[src/rls_pkg.sv]
// constants, types and helpers shared by both ends of the low-power scheduler
//
// Function
// - idle scan interval fixed at 0x1000 slots
// - scan window resets to 0x0100 slots
// - inquiry window set by command, nonzero min 0x0012
// - page window set by command, min 0x0012
// - zero inquiry window stops inquiry, page continues
// - sniff off after reset, device always awake
// - sniff wakes radio every programmed slot interval
// - sniff only when peer agrees, else active
// - host keeps sniff interval at most 0x7fff
// - bit 15 is deep flag, not interval
// - normal sleep housekeeping about 20 per second
// - deep sleep refreshes indicators once per second
// - serial character or cts rising edge wakes quickly
// - host raises cts, waits 5 ms, sends
// - each sniff wake listens for 8 slots
// - stay awake 1 second without activity, sleep
// - extra on/off duty cycle set by command
package rls_pkg;

  ////////////////////////////////////////////////////////////////////////////
  // time base
  localparam int CLK_NS   = 100;
  localparam int SLOT_NS  = 625000;
  localparam int SLOT_CYC = (SLOT_NS + CLK_NS - 1) / CLK_NS;
  localparam int WAKE_MS  = 5;
  localparam int WAKE_CYC = WAKE_MS * 1000000 / CLK_NS;

  ////////////////////////////////////////////////////////////////////////////
  // slot counts and reset values
  localparam logic [15:0] SCAN_INTERVAL = 16'h1000;
  localparam logic [15:0] SCAN_WIN_RST  = 16'h0100;
  localparam logic [15:0] SCAN_WIN_MIN  = 16'h0012;
  localparam logic [15:0] SNIFF_RST     = 16'h0000;
  localparam logic [15:0] DUTY_RST      = 16'h0000;
  localparam int          DEEP_BIT      = 15;
  localparam int          ACTIVE_MS     = 1000;
  localparam logic [15:0] ACTIVE_SLOTS  = 16'(ACTIVE_MS * 1000000 / SLOT_NS);
  localparam logic [15:0] LISTEN_SLOTS  = 16'h0008;
  localparam int          HK_MS         = 50;
  localparam logic [15:0] HK_SLOTS      = 16'(HK_MS * 1000000 / SLOT_NS);
  localparam int          LED_DEEP_MS   = 1000;
  localparam logic [15:0] LED_SLOTS     = 16'(LED_DEEP_MS * 1000000 / SLOT_NS);

  ////////////////////////////////////////////////////////////////////////////
  // host register offsets
  localparam logic [2:0] REG_INQ_WIN  = 3'h0;
  localparam logic [2:0] REG_PAGE_WIN = 3'h1;
  localparam logic [2:0] REG_SNIFF    = 3'h2;
  localparam logic [2:0] REG_DUTY     = 3'h3;
  localparam logic [2:0] REG_CHAR     = 3'h4;
  localparam logic [2:0] REG_STATUS   = 3'h5;

  ////////////////////////////////////////////////////////////////////////////
  // commands on the link
  typedef enum logic [1:0]
  {
    RLS_CMD_INQ   = 2'h0,
    RLS_CMD_PAGE  = 2'h1,
    RLS_CMD_SNIFF = 2'h2,
    RLS_CMD_DUTY  = 2'h3
  } rls_cmd_t;

  // raise a short window to the minimum, zero kept only where allowed
  function automatic logic [15:0] rlsClampWin(input logic [15:0] win, input logic zeroOk);
    if (win == 16'h0000 && zeroOk)
      return 16'h0000;
    else if (win < SCAN_WIN_MIN)
      return SCAN_WIN_MIN;
    else
      return win;
  endfunction

endpackage

[src/rls_if.sv]
// link between host controller and radio module scheduler
`timescale 1ns/1ps
`default_nettype none
interface rls_if;
  import rls_pkg::*;
  logic           cmdValid;  // one-cycle command strobe
  rls_cmd_t       cmdCode;
  logic    [15:0] cmdData;
  logic           cts;       // host clear-to-send level
  logic           rxChar;    // one-cycle serial character arrival
  logic           devAwake;  // device awake level

  modport device (input cmdValid, cmdCode, cmdData, cts, rxChar, output devAwake);
  modport host (output cmdValid, cmdCode, cmdData, cts, rxChar, input devAwake);
endinterface
`default_nettype wire

[src/rls_device.sv]
// scheduler end inside the radio module: scan duty, sniff sleep and wake
//
// Strobed register access and the register addresses were chosen for this implementation.
`timescale 1ns/1ps
`default_nettype none
module rls_device
#(
  parameter int SLOT_CYCLES = rls_pkg::SLOT_CYC
)
(
  // clock and reset
  input  wire logic   clk_sys,
  input  wire logic   rst_n,
  // link to host
  rls_if.device       link,
  // radio state
  input  wire logic   connected,
  input  wire logic   peerSniffOk,
  input  wire logic   radioXfer,
  // radio and housekeeping controls
  output logic        radioOn,
  output logic        inqScan,
  output logic        pageScan,
  output logic        housekeep,
  output logic        ledTick,
  output logic        deepSleep,
  output logic        awake
);
  import rls_pkg::*;

  typedef enum logic [1:0]
  {
    ST_AWAKE  = 2'b00,
    ST_SLEEP  = 2'b01,
    ST_LISTEN = 2'b11
  } rls_dstate_t;

  generate
    if (SLOT_CYCLES < 1 || SLOT_CYCLES > 65535)
    begin : gBadSlot
      $error("slot divider out of range");
    end
  endgenerate

  logic [15:0] slotCnt;
  logic        slotTick;
  logic [15:0] inqWin;
  logic [15:0] pageWin;
  logic [15:0] sniffWord;
  logic [15:0] dutyWord;
  logic [7:0]  dutyCnt;
  logic        dutyOff;
  logic [15:0] scanCnt;
  logic [15:0] tmr;
  logic [15:0] hkCnt;
  logic [15:0] ledCnt;
  logic        ctsPrev;
  rls_dstate_t st;
  logic [15:0] sniffInt;
  logic        sniffOn;
  logic        wakeEv;
  logic        activity;
  logic        dutyGate;
  logic        next_inq;
  logic        next_page;
  logic        deepAsleep;
  logic        hkWrap;
  logic        ledWrap;

  ////////////////////////////////////////////////////////////////////////////
  // slot time base
  always_ff @(posedge clk_sys)
  begin
    if (!rst_n)
    begin
      slotCnt  <= 16'h0000;
      slotTick <= 1'b0;
    end
    else if (slotCnt == 16'(SLOT_CYCLES - 1))
    begin
      slotCnt  <= 16'h0000;
      slotTick <= 1'b1;
    end
    else
    begin
      slotCnt  <= slotCnt + 16'h0001;
      slotTick <= 1'b0;
    end
  end

  ////////////////////////////////////////////////////////////////////////////
  // settings written by host commands
  always_ff @(posedge clk_sys)
  begin
    if (!rst_n)
    begin
      inqWin    <= SCAN_WIN_RST;
      pageWin   <= SCAN_WIN_RST;
      sniffWord <= SNIFF_RST;
      dutyWord  <= DUTY_RST;
    end
    else if (link.cmdValid)
    begin
      unique case (link.cmdCode)
        RLS_CMD_INQ:   inqWin    <= rlsClampWin(link.cmdData, 1'b1);
        RLS_CMD_PAGE:  pageWin   <= rlsClampWin(link.cmdData, 1'b0);
        RLS_CMD_SNIFF: sniffWord <= link.cmdData;
        RLS_CMD_DUTY:  dutyWord  <= link.cmdData;
      endcase
    end
  end

  ////////////////////////////////////////////////////////////////////////////
  // extra duty cycle: high byte on slots, low byte off slots, zero disables
  always_ff @(posedge clk_sys)
  begin
    if (!rst_n || dutyWord == 16'h0000)
    begin
      dutyCnt <= 8'h00;
      dutyOff <= 1'b0;
    end
    else if (slotTick)
    begin
      if (dutyCnt + 8'h01 >= (dutyOff ? dutyWord[7:0] : dutyWord[15:8]))
      begin
        dutyCnt <= 8'h00;
        dutyOff <= !dutyOff;
      end
      else
        dutyCnt <= dutyCnt + 8'h01;
    end
  end

  assign dutyGate = (dutyWord == 16'h0000) || !dutyOff;

  ////////////////////////////////////////////////////////////////////////////
  // idle scan interval and windows
  always_ff @(posedge clk_sys)
  begin
    if (!rst_n)
      scanCnt <= 16'h0000;
    else if (slotTick)
      scanCnt <= (scanCnt == SCAN_INTERVAL - 16'h0001) ? 16'h0000 : scanCnt + 16'h0001;
  end

  // inquiry stops at zero window while page goes on
  assign next_inq  = !connected && inqWin != 16'h0000 && scanCnt < inqWin && dutyGate;
  assign next_page = !connected && scanCnt < pageWin && dutyGate;

  ////////////////////////////////////////////////////////////////////////////
  // wake sources and sniff qualification
  assign sniffInt = {1'b0, sniffWord[14:0]};
  assign sniffOn  = connected && peerSniffOk && sniffInt != 16'h0000;
  assign wakeEv   = link.rxChar || (link.cts && !ctsPrev);
  assign activity = link.rxChar || radioXfer;

  always_ff @(posedge clk_sys)
  begin
    if (!rst_n)
      ctsPrev <= 1'b0;
    else
      ctsPrev <= link.cts;
  end

  ////////////////////////////////////////////////////////////////////////////
  // sniff sleep sequencer
  always_ff @(posedge clk_sys)
  begin
    if (!rst_n || !sniffOn)
    begin
      st  <= ST_AWAKE;
      tmr <= 16'h0000;
    end
    else
    begin
      unique case (st)
        ST_AWAKE:
        begin
          if (activity || wakeEv)
            tmr <= 16'h0000;
          else if (slotTick)
          begin
            if (tmr == ACTIVE_SLOTS - 16'h0001)
            begin
              st  <= ST_SLEEP;
              tmr <= 16'h0000;
            end
            else
              tmr <= tmr + 16'h0001;
          end
        end
        ST_SLEEP:
        begin
          if (wakeEv || radioXfer)
          begin
            st  <= ST_AWAKE;
            tmr <= 16'h0000;
          end
          else if (slotTick)
          begin
            if (tmr + 16'h0001 >= sniffInt)
            begin
              st  <= ST_LISTEN;
              tmr <= 16'h0000;
            end
            else
              tmr <= tmr + 16'h0001;
          end
        end
        ST_LISTEN:
        begin
          if (wakeEv || radioXfer)
          begin
            st  <= ST_AWAKE;
            tmr <= 16'h0000;
          end
          else if (slotTick)
          begin
            if (tmr == LISTEN_SLOTS - 16'h0001)
            begin
              st  <= ST_SLEEP;
              tmr <= 16'h0000;
            end
            else
              tmr <= tmr + 16'h0001;
          end
        end
        default:
        begin
          st  <= ST_AWAKE;
          tmr <= 16'h0000;
        end
      endcase
    end
  end

  ////////////////////////////////////////////////////////////////////////////
  // housekeeping and indicator ticks
  assign deepAsleep = st != ST_AWAKE && sniffWord[DEEP_BIT];
  assign hkWrap     = slotTick && hkCnt == HK_SLOTS - 16'h0001;
  assign ledWrap    = slotTick && ledCnt == LED_SLOTS - 16'h0001;

  always_ff @(posedge clk_sys)
  begin
    if (!rst_n)
    begin
      hkCnt  <= 16'h0000;
      ledCnt <= 16'h0000;
    end
    else if (slotTick)
    begin
      hkCnt  <= hkWrap ? 16'h0000 : hkCnt + 16'h0001;
      ledCnt <= ledWrap ? 16'h0000 : ledCnt + 16'h0001;
    end
  end

  ////////////////////////////////////////////////////////////////////////////
  // registered outputs
  always_ff @(posedge clk_sys)
  begin
    if (!rst_n)
    begin
      radioOn   <= 1'b0;
      inqScan   <= 1'b0;
      pageScan  <= 1'b0;
      housekeep <= 1'b0;
      ledTick   <= 1'b0;
      deepSleep <= 1'b0;
      awake     <= 1'b1;
    end
    else
    begin
      inqScan   <= next_inq;
      pageScan  <= next_page;
      radioOn   <= connected ? (st != ST_SLEEP) : (next_inq || next_page);
      housekeep <= hkWrap && !deepAsleep;
      ledTick   <= deepAsleep ? ledWrap : hkWrap;
      deepSleep <= deepAsleep;
      awake     <= st == ST_AWAKE;
    end
  end

  assign link.devAwake = awake;

endmodule
`default_nettype wire

[src/flat_wrapper.sv]
// flat-port wrapper written by rule: the top's interface ports become plain ports
module rls_device_flat import rls_pkg::*;
#(
  parameter int SLOT_CYCLES = rls_pkg::SLOT_CYC
)
  (clk_sys, rst_n, connected, peerSniffOk, radioXfer, radioOn, inqScan, pageScan, housekeep, ledTick, deepSleep, awake, link_cmdValid, link_cmdCode, link_cmdData, link_cts, link_rxChar, link_devAwake);
  rls_if link_i ();
  input  wire logic clk_sys;
  input  wire logic rst_n;
  input  wire logic connected;
  input  wire logic peerSniffOk;
  input  wire logic radioXfer;
  output logic radioOn;
  output logic inqScan;
  output logic pageScan;
  output logic housekeep;
  output logic ledTick;
  output logic deepSleep;
  output logic awake;
  input wire logic [$bits(link_i.cmdValid)-1:0] link_cmdValid;
  input wire logic [$bits(link_i.cmdCode)-1:0] link_cmdCode;
  input wire logic [$bits(link_i.cmdData)-1:0] link_cmdData;
  input wire logic [$bits(link_i.cts)-1:0] link_cts;
  input wire logic [$bits(link_i.rxChar)-1:0] link_rxChar;
  output wire logic [$bits(link_i.devAwake)-1:0] link_devAwake;
  assign link_i.cmdValid = link_cmdValid;
  assign link_i.cmdCode = link_cmdCode;
  assign link_i.cmdData = link_cmdData;
  assign link_i.cts = link_cts;
  assign link_i.rxChar = link_rxChar;
  assign link_devAwake = link_i.devAwake;
  rls_device #(.SLOT_CYCLES(SLOT_CYCLES)) u_core (.clk_sys(clk_sys), .rst_n(rst_n), .link(link_i), .connected(connected), .peerSniffOk(peerSniffOk), .radioXfer(radioXfer), .radioOn(radioOn), .inqScan(inqScan), .pageScan(pageScan), .housekeep(housekeep), .ledTick(ledTick), .deepSleep(deepSleep), .awake(awake));
endmodule
[config.mk]
export PLATFORM = sky130hd
export DESIGN_NAME = rls_device_flat
export DESIGN_NICKNAME = d
export VERILOG_FILES = /design/src/rls_pkg.sv /design/src/rls_if.sv /design/src/rls_device.sv /design/src/flat_wrapper.sv
export SDC_FILE = /design/constraint.sdc
export NUM_CORES = 1
export LEC_CHECK = 0
export ABC_CLOCK_PERIOD_IN_PS = 5400
export BUFFER_PORTS_ARGS = -buffer_cell sky130_fd_sc_hd__buf_2
export CORE_ASPECT_RATIO = 1.1
export CORE_MARGIN = 2
export CORE_UTILIZATION = 56
export DETAILED_ROUTE_END_ITERATION = 6
export GPL_ROUTABILITY_DRIVEN = 0
export MAX_ROUTING_LAYER = met4
export PLACE_DENSITY = 0.82
export RECOVER_POWER = 100
export SYNTH_ARGS = -nofsm -noshare
export SYNTH_HDL_FRONTEND = slang
export SYNTH_SLANG_ARGS = --single-unit
[constraint.sdc]
create_clock -name clk_sys -period 5.4 [get_ports clk_sys]
set_input_delay 0.27 -clock clk_sys [delete_from_list [all_inputs] [get_ports clk_sys]]
set_output_delay 0.27 -clock clk_sys [all_outputs]
set_load 0.1 [all_outputs]
---- After elaboration in Yosys (flattened, before gate mapping) ----
Index checks and enable logic that the tools add are counted.
operators by class
  add/sub/neg operators ................... 6
  order comparisons ....................... 5
  eq/ne operators ......................... 20
  muxes and demuxes ....................... 30
  bitwise operators ....................... 1
  reduce and logical (&&, ||, !) cells .... 41
operator list
  kind                                                    count
  two-way mux 16 bit                                      14
  adder 16 x 1 -> 16 bit (second input constant)          5
  one-hot mux 16 bit (3 select lines)                     1
  == test 16 x 11 -> 1 bit (second input constant)        2
  logical NOT 16 bit                                      2
  < comparator 16 bit                                     2
  nonzero test 16 bit                                     2
  two-way mux 2 bit                                       9
  == test 16 x 12 -> 1 bit (second input constant)        1
  == test 16 x 13 -> 1 bit (second input constant)        1
  == test 16 x 3 -> 1 bit (second input constant)         1
  == test 16 x 7 -> 1 bit (second input constant)         1
  greater-or-equal comparator 16 x 15 -> 1 bit            1
  < comparator 16 x 5 -> 1 bit (second input constant)    1
  two-way mux 8 bit                                       2
  inequality test 3 x 1 -> 1 bit (second input constant)  5
  logical AND 1 bit                                       12
  AND reduction 2 bit                                     5
  adder 8 x 1 -> 8 bit (second input constant)            1
  greater-or-equal comparator 8 bit                       1
  logical OR 1 bit                                        8
  AND reduction 7 bit                                     1
  == test 2 bit (second input constant)                   3
  logical NOT 1 bit                                       6
  10 further kinds                                        16
storage, ports and cells
  flip-flop bits (word level) ............. 164
  output and inout port bits .............. 8
  logic and storage cells ................. 124

---- Longest topological paths before layout ----
  depth in word-level cells ............... 6
  gate-level depth with buffers ........... 14
  gate-level depth less buffers ........... 11

---- Least setup slack after synthesis ----
No wires, ideal clock.
  kind .................................... reg2reg
  from .................................... reg u_core.tmr[2]
  to ...................................... reg u_core.tmr[10]
  setup time .............................. 0.067 ns
  arrival ................................. 2.827 ns
  setup slack ............................. 2.506 ns
  cell stages (with the launch flop) ...... 15
  path through ............................ dfxtp_1 buf_2 and4_1 buf_4 nand4_4 nor3_1 xor2_1 ha_1 a21oi_1 o21ai_0 a2111oi_0 a32o_2 a21oi_2 buf_6 o21ai_2
between the ends
  cells in the longest elaborated chain, start to end .. 6
  elaborated cells on any way between the ends .. 14
ends and longest elaborated chain
  what                                          line               text
  start: declaration                            rls_device.sv:54   logic [15:0] tmr;
  start signal: assignment                      rls_device.sv:189  tmr <= tmr + 16'h0001;
  start signal: assignment                      rls_device.sv:207  tmr <= tmr + 16'h0001;
  start signal: assignment                      rls_device.sv:225  tmr <= tmr + 16'h0001;
  adder 16 x 1 -> 16 bit                        -
  greater-or-equal comparator 16 x 15 -> 1 bit  rls_device.sv:201  if (tmr + 16'h0001 >= sniffInt)
  two-way mux 16 bit                            rls_device.sv:201
  two-way mux 16 bit                            rls_device.sv:199  else if (slotTick)
  two-way mux 16 bit                            rls_device.sv:194  if (wakeEv || radioXfer)
  one-hot mux 16 bit (3 select lines) *         rls_device.sv:176  unique case (st)
Mark *: on every way between the ends. The rest lies on a longest branch, timed or not. The select of a mux whose other input is x is not followed.
A chain may end at the register's enable or synchronous reset.

---- Final worst setup path ----
  from .................................... reg u_core.tmr[2]
  to ...................................... reg u_core.tmr[4]
Same word-level chain as after synthesis.

==> impl_metrics.csv <==
group,metric,value,unit
cts,clock_sinks,164,
routing,via_per_instance_ratio,5.81,
yosys,mapped_cells,1044,
floorplanning,vertical_extent_of_the_die,133,µm
worst_setup_path,crit_path_frequent_cell,"o21ai_0",
worst_setup_path,cp_data_required_time,5.67,ns
routing,routed_wire_length_per_instance,15.4,µm
place,place_hpwl,13.6,mm
worst_setup_path,max_stage_delay,0.71,ns
cells_and_area,post_route_cells_drive_above_1_share,0.0634,
timing,timing.hold.ws,0.0491,ns
yosys,synth_flop_type,"dfxtp_1",
worst_setup_path,timing.critical_path.cells,"and4_1, nand4_1, nor3_1, xor2_1, ha_1, nand2_1, o21ai_0, a2111oi_0, a32o_1, a21oi_2, o21ai_0",
cells_and_area,nNetsFinal,1146,
routing,drc,0,
hold_path,hold_depth,2,
job,max_cap_violations,1,
timing,setup_viol,0,
floorplanning,placeableCoreArea,14900,µm²
yosys,synth_area,8490,µm²
worst_setup_path,timing.reg2reg.worst_path_depth,11,
yosys,synth-seq-cells,164,
timing,finalWorstPathRequiredPeriod,3.99,ns
cts,htree_levels,4,
place,place_worst_setup_slack,1.69,ns
cts,clock_latency,0.43,ns
yosys,synth.net_count,1130,
timing,hold_viol,0,
timing,fin_crit_sh,0.739,
place,numPortBuffers,33,
timing,fin_ws,1.41,ns
yosys,synth_enable_flop_cells,0,
global_route,grt_antenna_before_repair,0,
timing,timing.fmax,250,MHz
timing,drv_slew,74,
pwr,areal_power_density_over_the_cells,278,nW/µm²
worst_setup_path,worstSetupEndpointType,"register",
timing,tns,0,ns
routing,detail-route-antenna-nets,0,
cells_and_area,antenna_cells,0,
yosys,yosys.area.top_type,"dfxtp_1",
yosys,synth.yosys.seq_area_share,0.387,
worst_setup_path,crit_path_top_delay_cell,"a21oi_2",
cells_and_area,areaGrowthSynthToFinish,9.31,%
yosys,syn_avg_cell_area,8.13,µm²
global_route,gr-total-overflow,0,
cts,clk_root_buffer_cell,"clkbuf_16",
routing,postRouteWirelength,19.5,mm
global_route,first_global_vias,6906,
cts,hold_buffers,0,
worst_setup_path,crit_type,"register to register",
cts,setup_bufs_post_cts,0,
floorplanning,die_width,121,µm
worst_setup_path,timing.critical_path.fanout_max,13,
routing,firstDrtPassIters,5,
cts,cts_inserted_buffers,17,
yosys,synthTopCellsByArea,"dfxtp_1 (39%), ha_1 (8.8%), nand2_1 (7.2%), nor2_1 (4.9%), a21oi_1 (4.8%)",
yosys,synth-warning-count,0,
timing,timing.slew.headroom,-1.13,
routing,dr_total_vias,7367,
floorplanning,initial_utilization,0.569,
pwr,static-leakage-power,3.47,nW
status,result_of_the_run,"complete, but fails checks",
routing,drt_first_iter_violations,518,
floorplanning,floorplan.io_pins,34,
global_route,grt_start_max_net_pins,74,
timing,clock_skew,0.00768,ns
worst_setup_path,timing.critical_path.arrival,4.26,ns
timing,rsz0062_at_grt,"no",
pwr,irDropWorstVdd,0.227,mV
floorplanning,std_cell_rows,47,
cts,post_cts_resize_count,0,
timing,worst-slew-pin-transition,3.20,ns
global_route,first_pass_grt_wire_length,32.5,mm
worst_setup_path,worst_setup_path_start_kind,"register",
yosys,synth-async-reset-ratio,0,
status,violations_in_the_final_reports,"capacitance limit, slew limit",
cts,clk_buf_depth,2,
floorplanning,die_ar,16200,µm²
cts,tritoncts_clock_tree,"yes",
global_route,grt.total_usage,0.257,
hold_path,hold_path_class,"input port to register",
yosys,ys_types,63,
cts,clkTransAtPathRegs,0.06,ns
yosys,yosysTopAreaCellShare,0.387,
## stage by stage
step	instance area, µm²	utilization	power [mW]	instances
6_report	9280	0.621	2.58	1269
5_1_grt	9280	0.621	2.66	1269
4_1_cts	9330	0.625	2.59	1269
3_5_place_dp	8760	0.586	1.43	1237
3_3_place_gp	8760	0.586	1.42	1237
2_1_floorplan	8490	-	1.37	1044
## cell usage in the layout, fill, tap and decap left out, types with 4 or more instances in the layout
cell and instances:
nand3_1 41, and4_1 10, and2_1 6, xor2_1 45, clkbuf_16 17, or3_1 8, a31oi_1 4, nand4_1 28
clkbuf_8 5, nand2b_1 7, a211oi_1 4, clkbuf_1 15, nor4_1 27, a21o_1 11, and3_1 11, inv_1 55
xnor2_1 27, ha_1 60, mux2i_1 8, o211ai_1 6, dfxtp_1 164, a21oi_1 81, nor2b_1 4, o21ai_0 29
buf_2 23, nor3_1 24, nor2_1 111, clkinv_2 4, a22oi_1 13, nand2_1 163
## layout make-up
class                           instances  area, µm²
Sequential cell                       164       3280
Multi-Input combinational cell        785       4800
Tap cell                              196        245
Clock inverter                          8       73.8
Inverter                               56        210
Timing Repair Buffer                   36        164
Fill cell                            1311       5650
Clock buffer                           24        502
## synthesized netlist by cell type (all sizes together) (3+ instances only)
library cell	number
a21o	11
and2	9
nand3	41
a2111oi	3
nor2	111
and4	10
nor3	25
ha	60
xor2	45
o211ai	6
clkbuf	33
a211oi	4
inv	56
nor4	28
or2	5
a31oi	4
xnor2	27
nand2	163
o22ai	6
nand2b	7
nor2b	4
a22oi	13
buf	6
and3	11
mux2i	8
nor4b	3
or3	8
a21oi	82
nand4	28
o21ai	33
dfxtp	164
## worst max-delay path: cells and delay by family, from the launching register on
kind	cells	cell delay (ns)
flops	1	0.47
fa+ha+maj	1	0.32
xor+xnor	1	0.13
compound gates	5	1.69
simple gates	4	1.21
## power breakdown
group / leakage [nW] / total, mW / switching (mW) / internal (mW)
Sequential: 1.33 / 1.24 / 0.0146 / 1.23
Combinational: 1.86 / 0.158 / 0.111 / 0.0467
Clock: 0.282 / 1.17 / 0.481 / 0.693
Total: 3.47 / 2.58 / 0.607 / 1.97
## flip-flops by register name, indices dropped and copies added, names as in the netlist, 2 cells and up
| name | count |
|---|---|
| u_core.slotCnt | 16 |
| u_core.st | 2 |
| u_core.sniffWord | 16 |
| u_core.hkCnt | 16 |
| u_core.pageWin | 16 |
| u_core.dutyCnt | 8 |
| u_core.scanCnt | 16 |
| u_core.dutyWord | 16 |
| u_core.tmr | 16 |
| u_core.inqWin | 16 |
| u_core.ledCnt | 16 |
## worst paths after layout
path	from	to	slack, ns
hold / removal	link_cts	u_core.ctsPrev$_SDFF_PN0_	0.05
setup reg to reg	u_core.tmr[2]$_SDFFE_PP0P_	u_core.tmr[4]$_SDFFE_PP0P_	1.41
hold reg to reg	u_core.pageWin[6]$_SDFFE_PN0P_	u_core.pageWin[6]$_SDFFE_PN0P_	0.45
setup / recovery	u_core.tmr[2]$_SDFFE_PP0P_	u_core.tmr[4]$_SDFFE_PP0P_	1.41
## layer usage
layer	track usage	part of all wire	vias to the layer above
li1	-	-	3675
met4	0.0926	0.021	0
met1	0.311	0.44	3473
met3	0.0488	0.045	41
met2	0.426	0.50	178
met5	-	0	-
## cells by family (layout without fill, tap and decap cells)
logic type,Yosys count,in the layout,share of synthesized area
compound gates,183,183,0.137
mux,9,9,0.0108
flops,164,164,0.387
xor+xnor,72,72,0.0743
simple gates,461,461,0.259
fa+ha+maj,60,60,0.0884
buf+inv,95,124,0.0443
No activity file was read; power rests on OpenSTA's default activity.
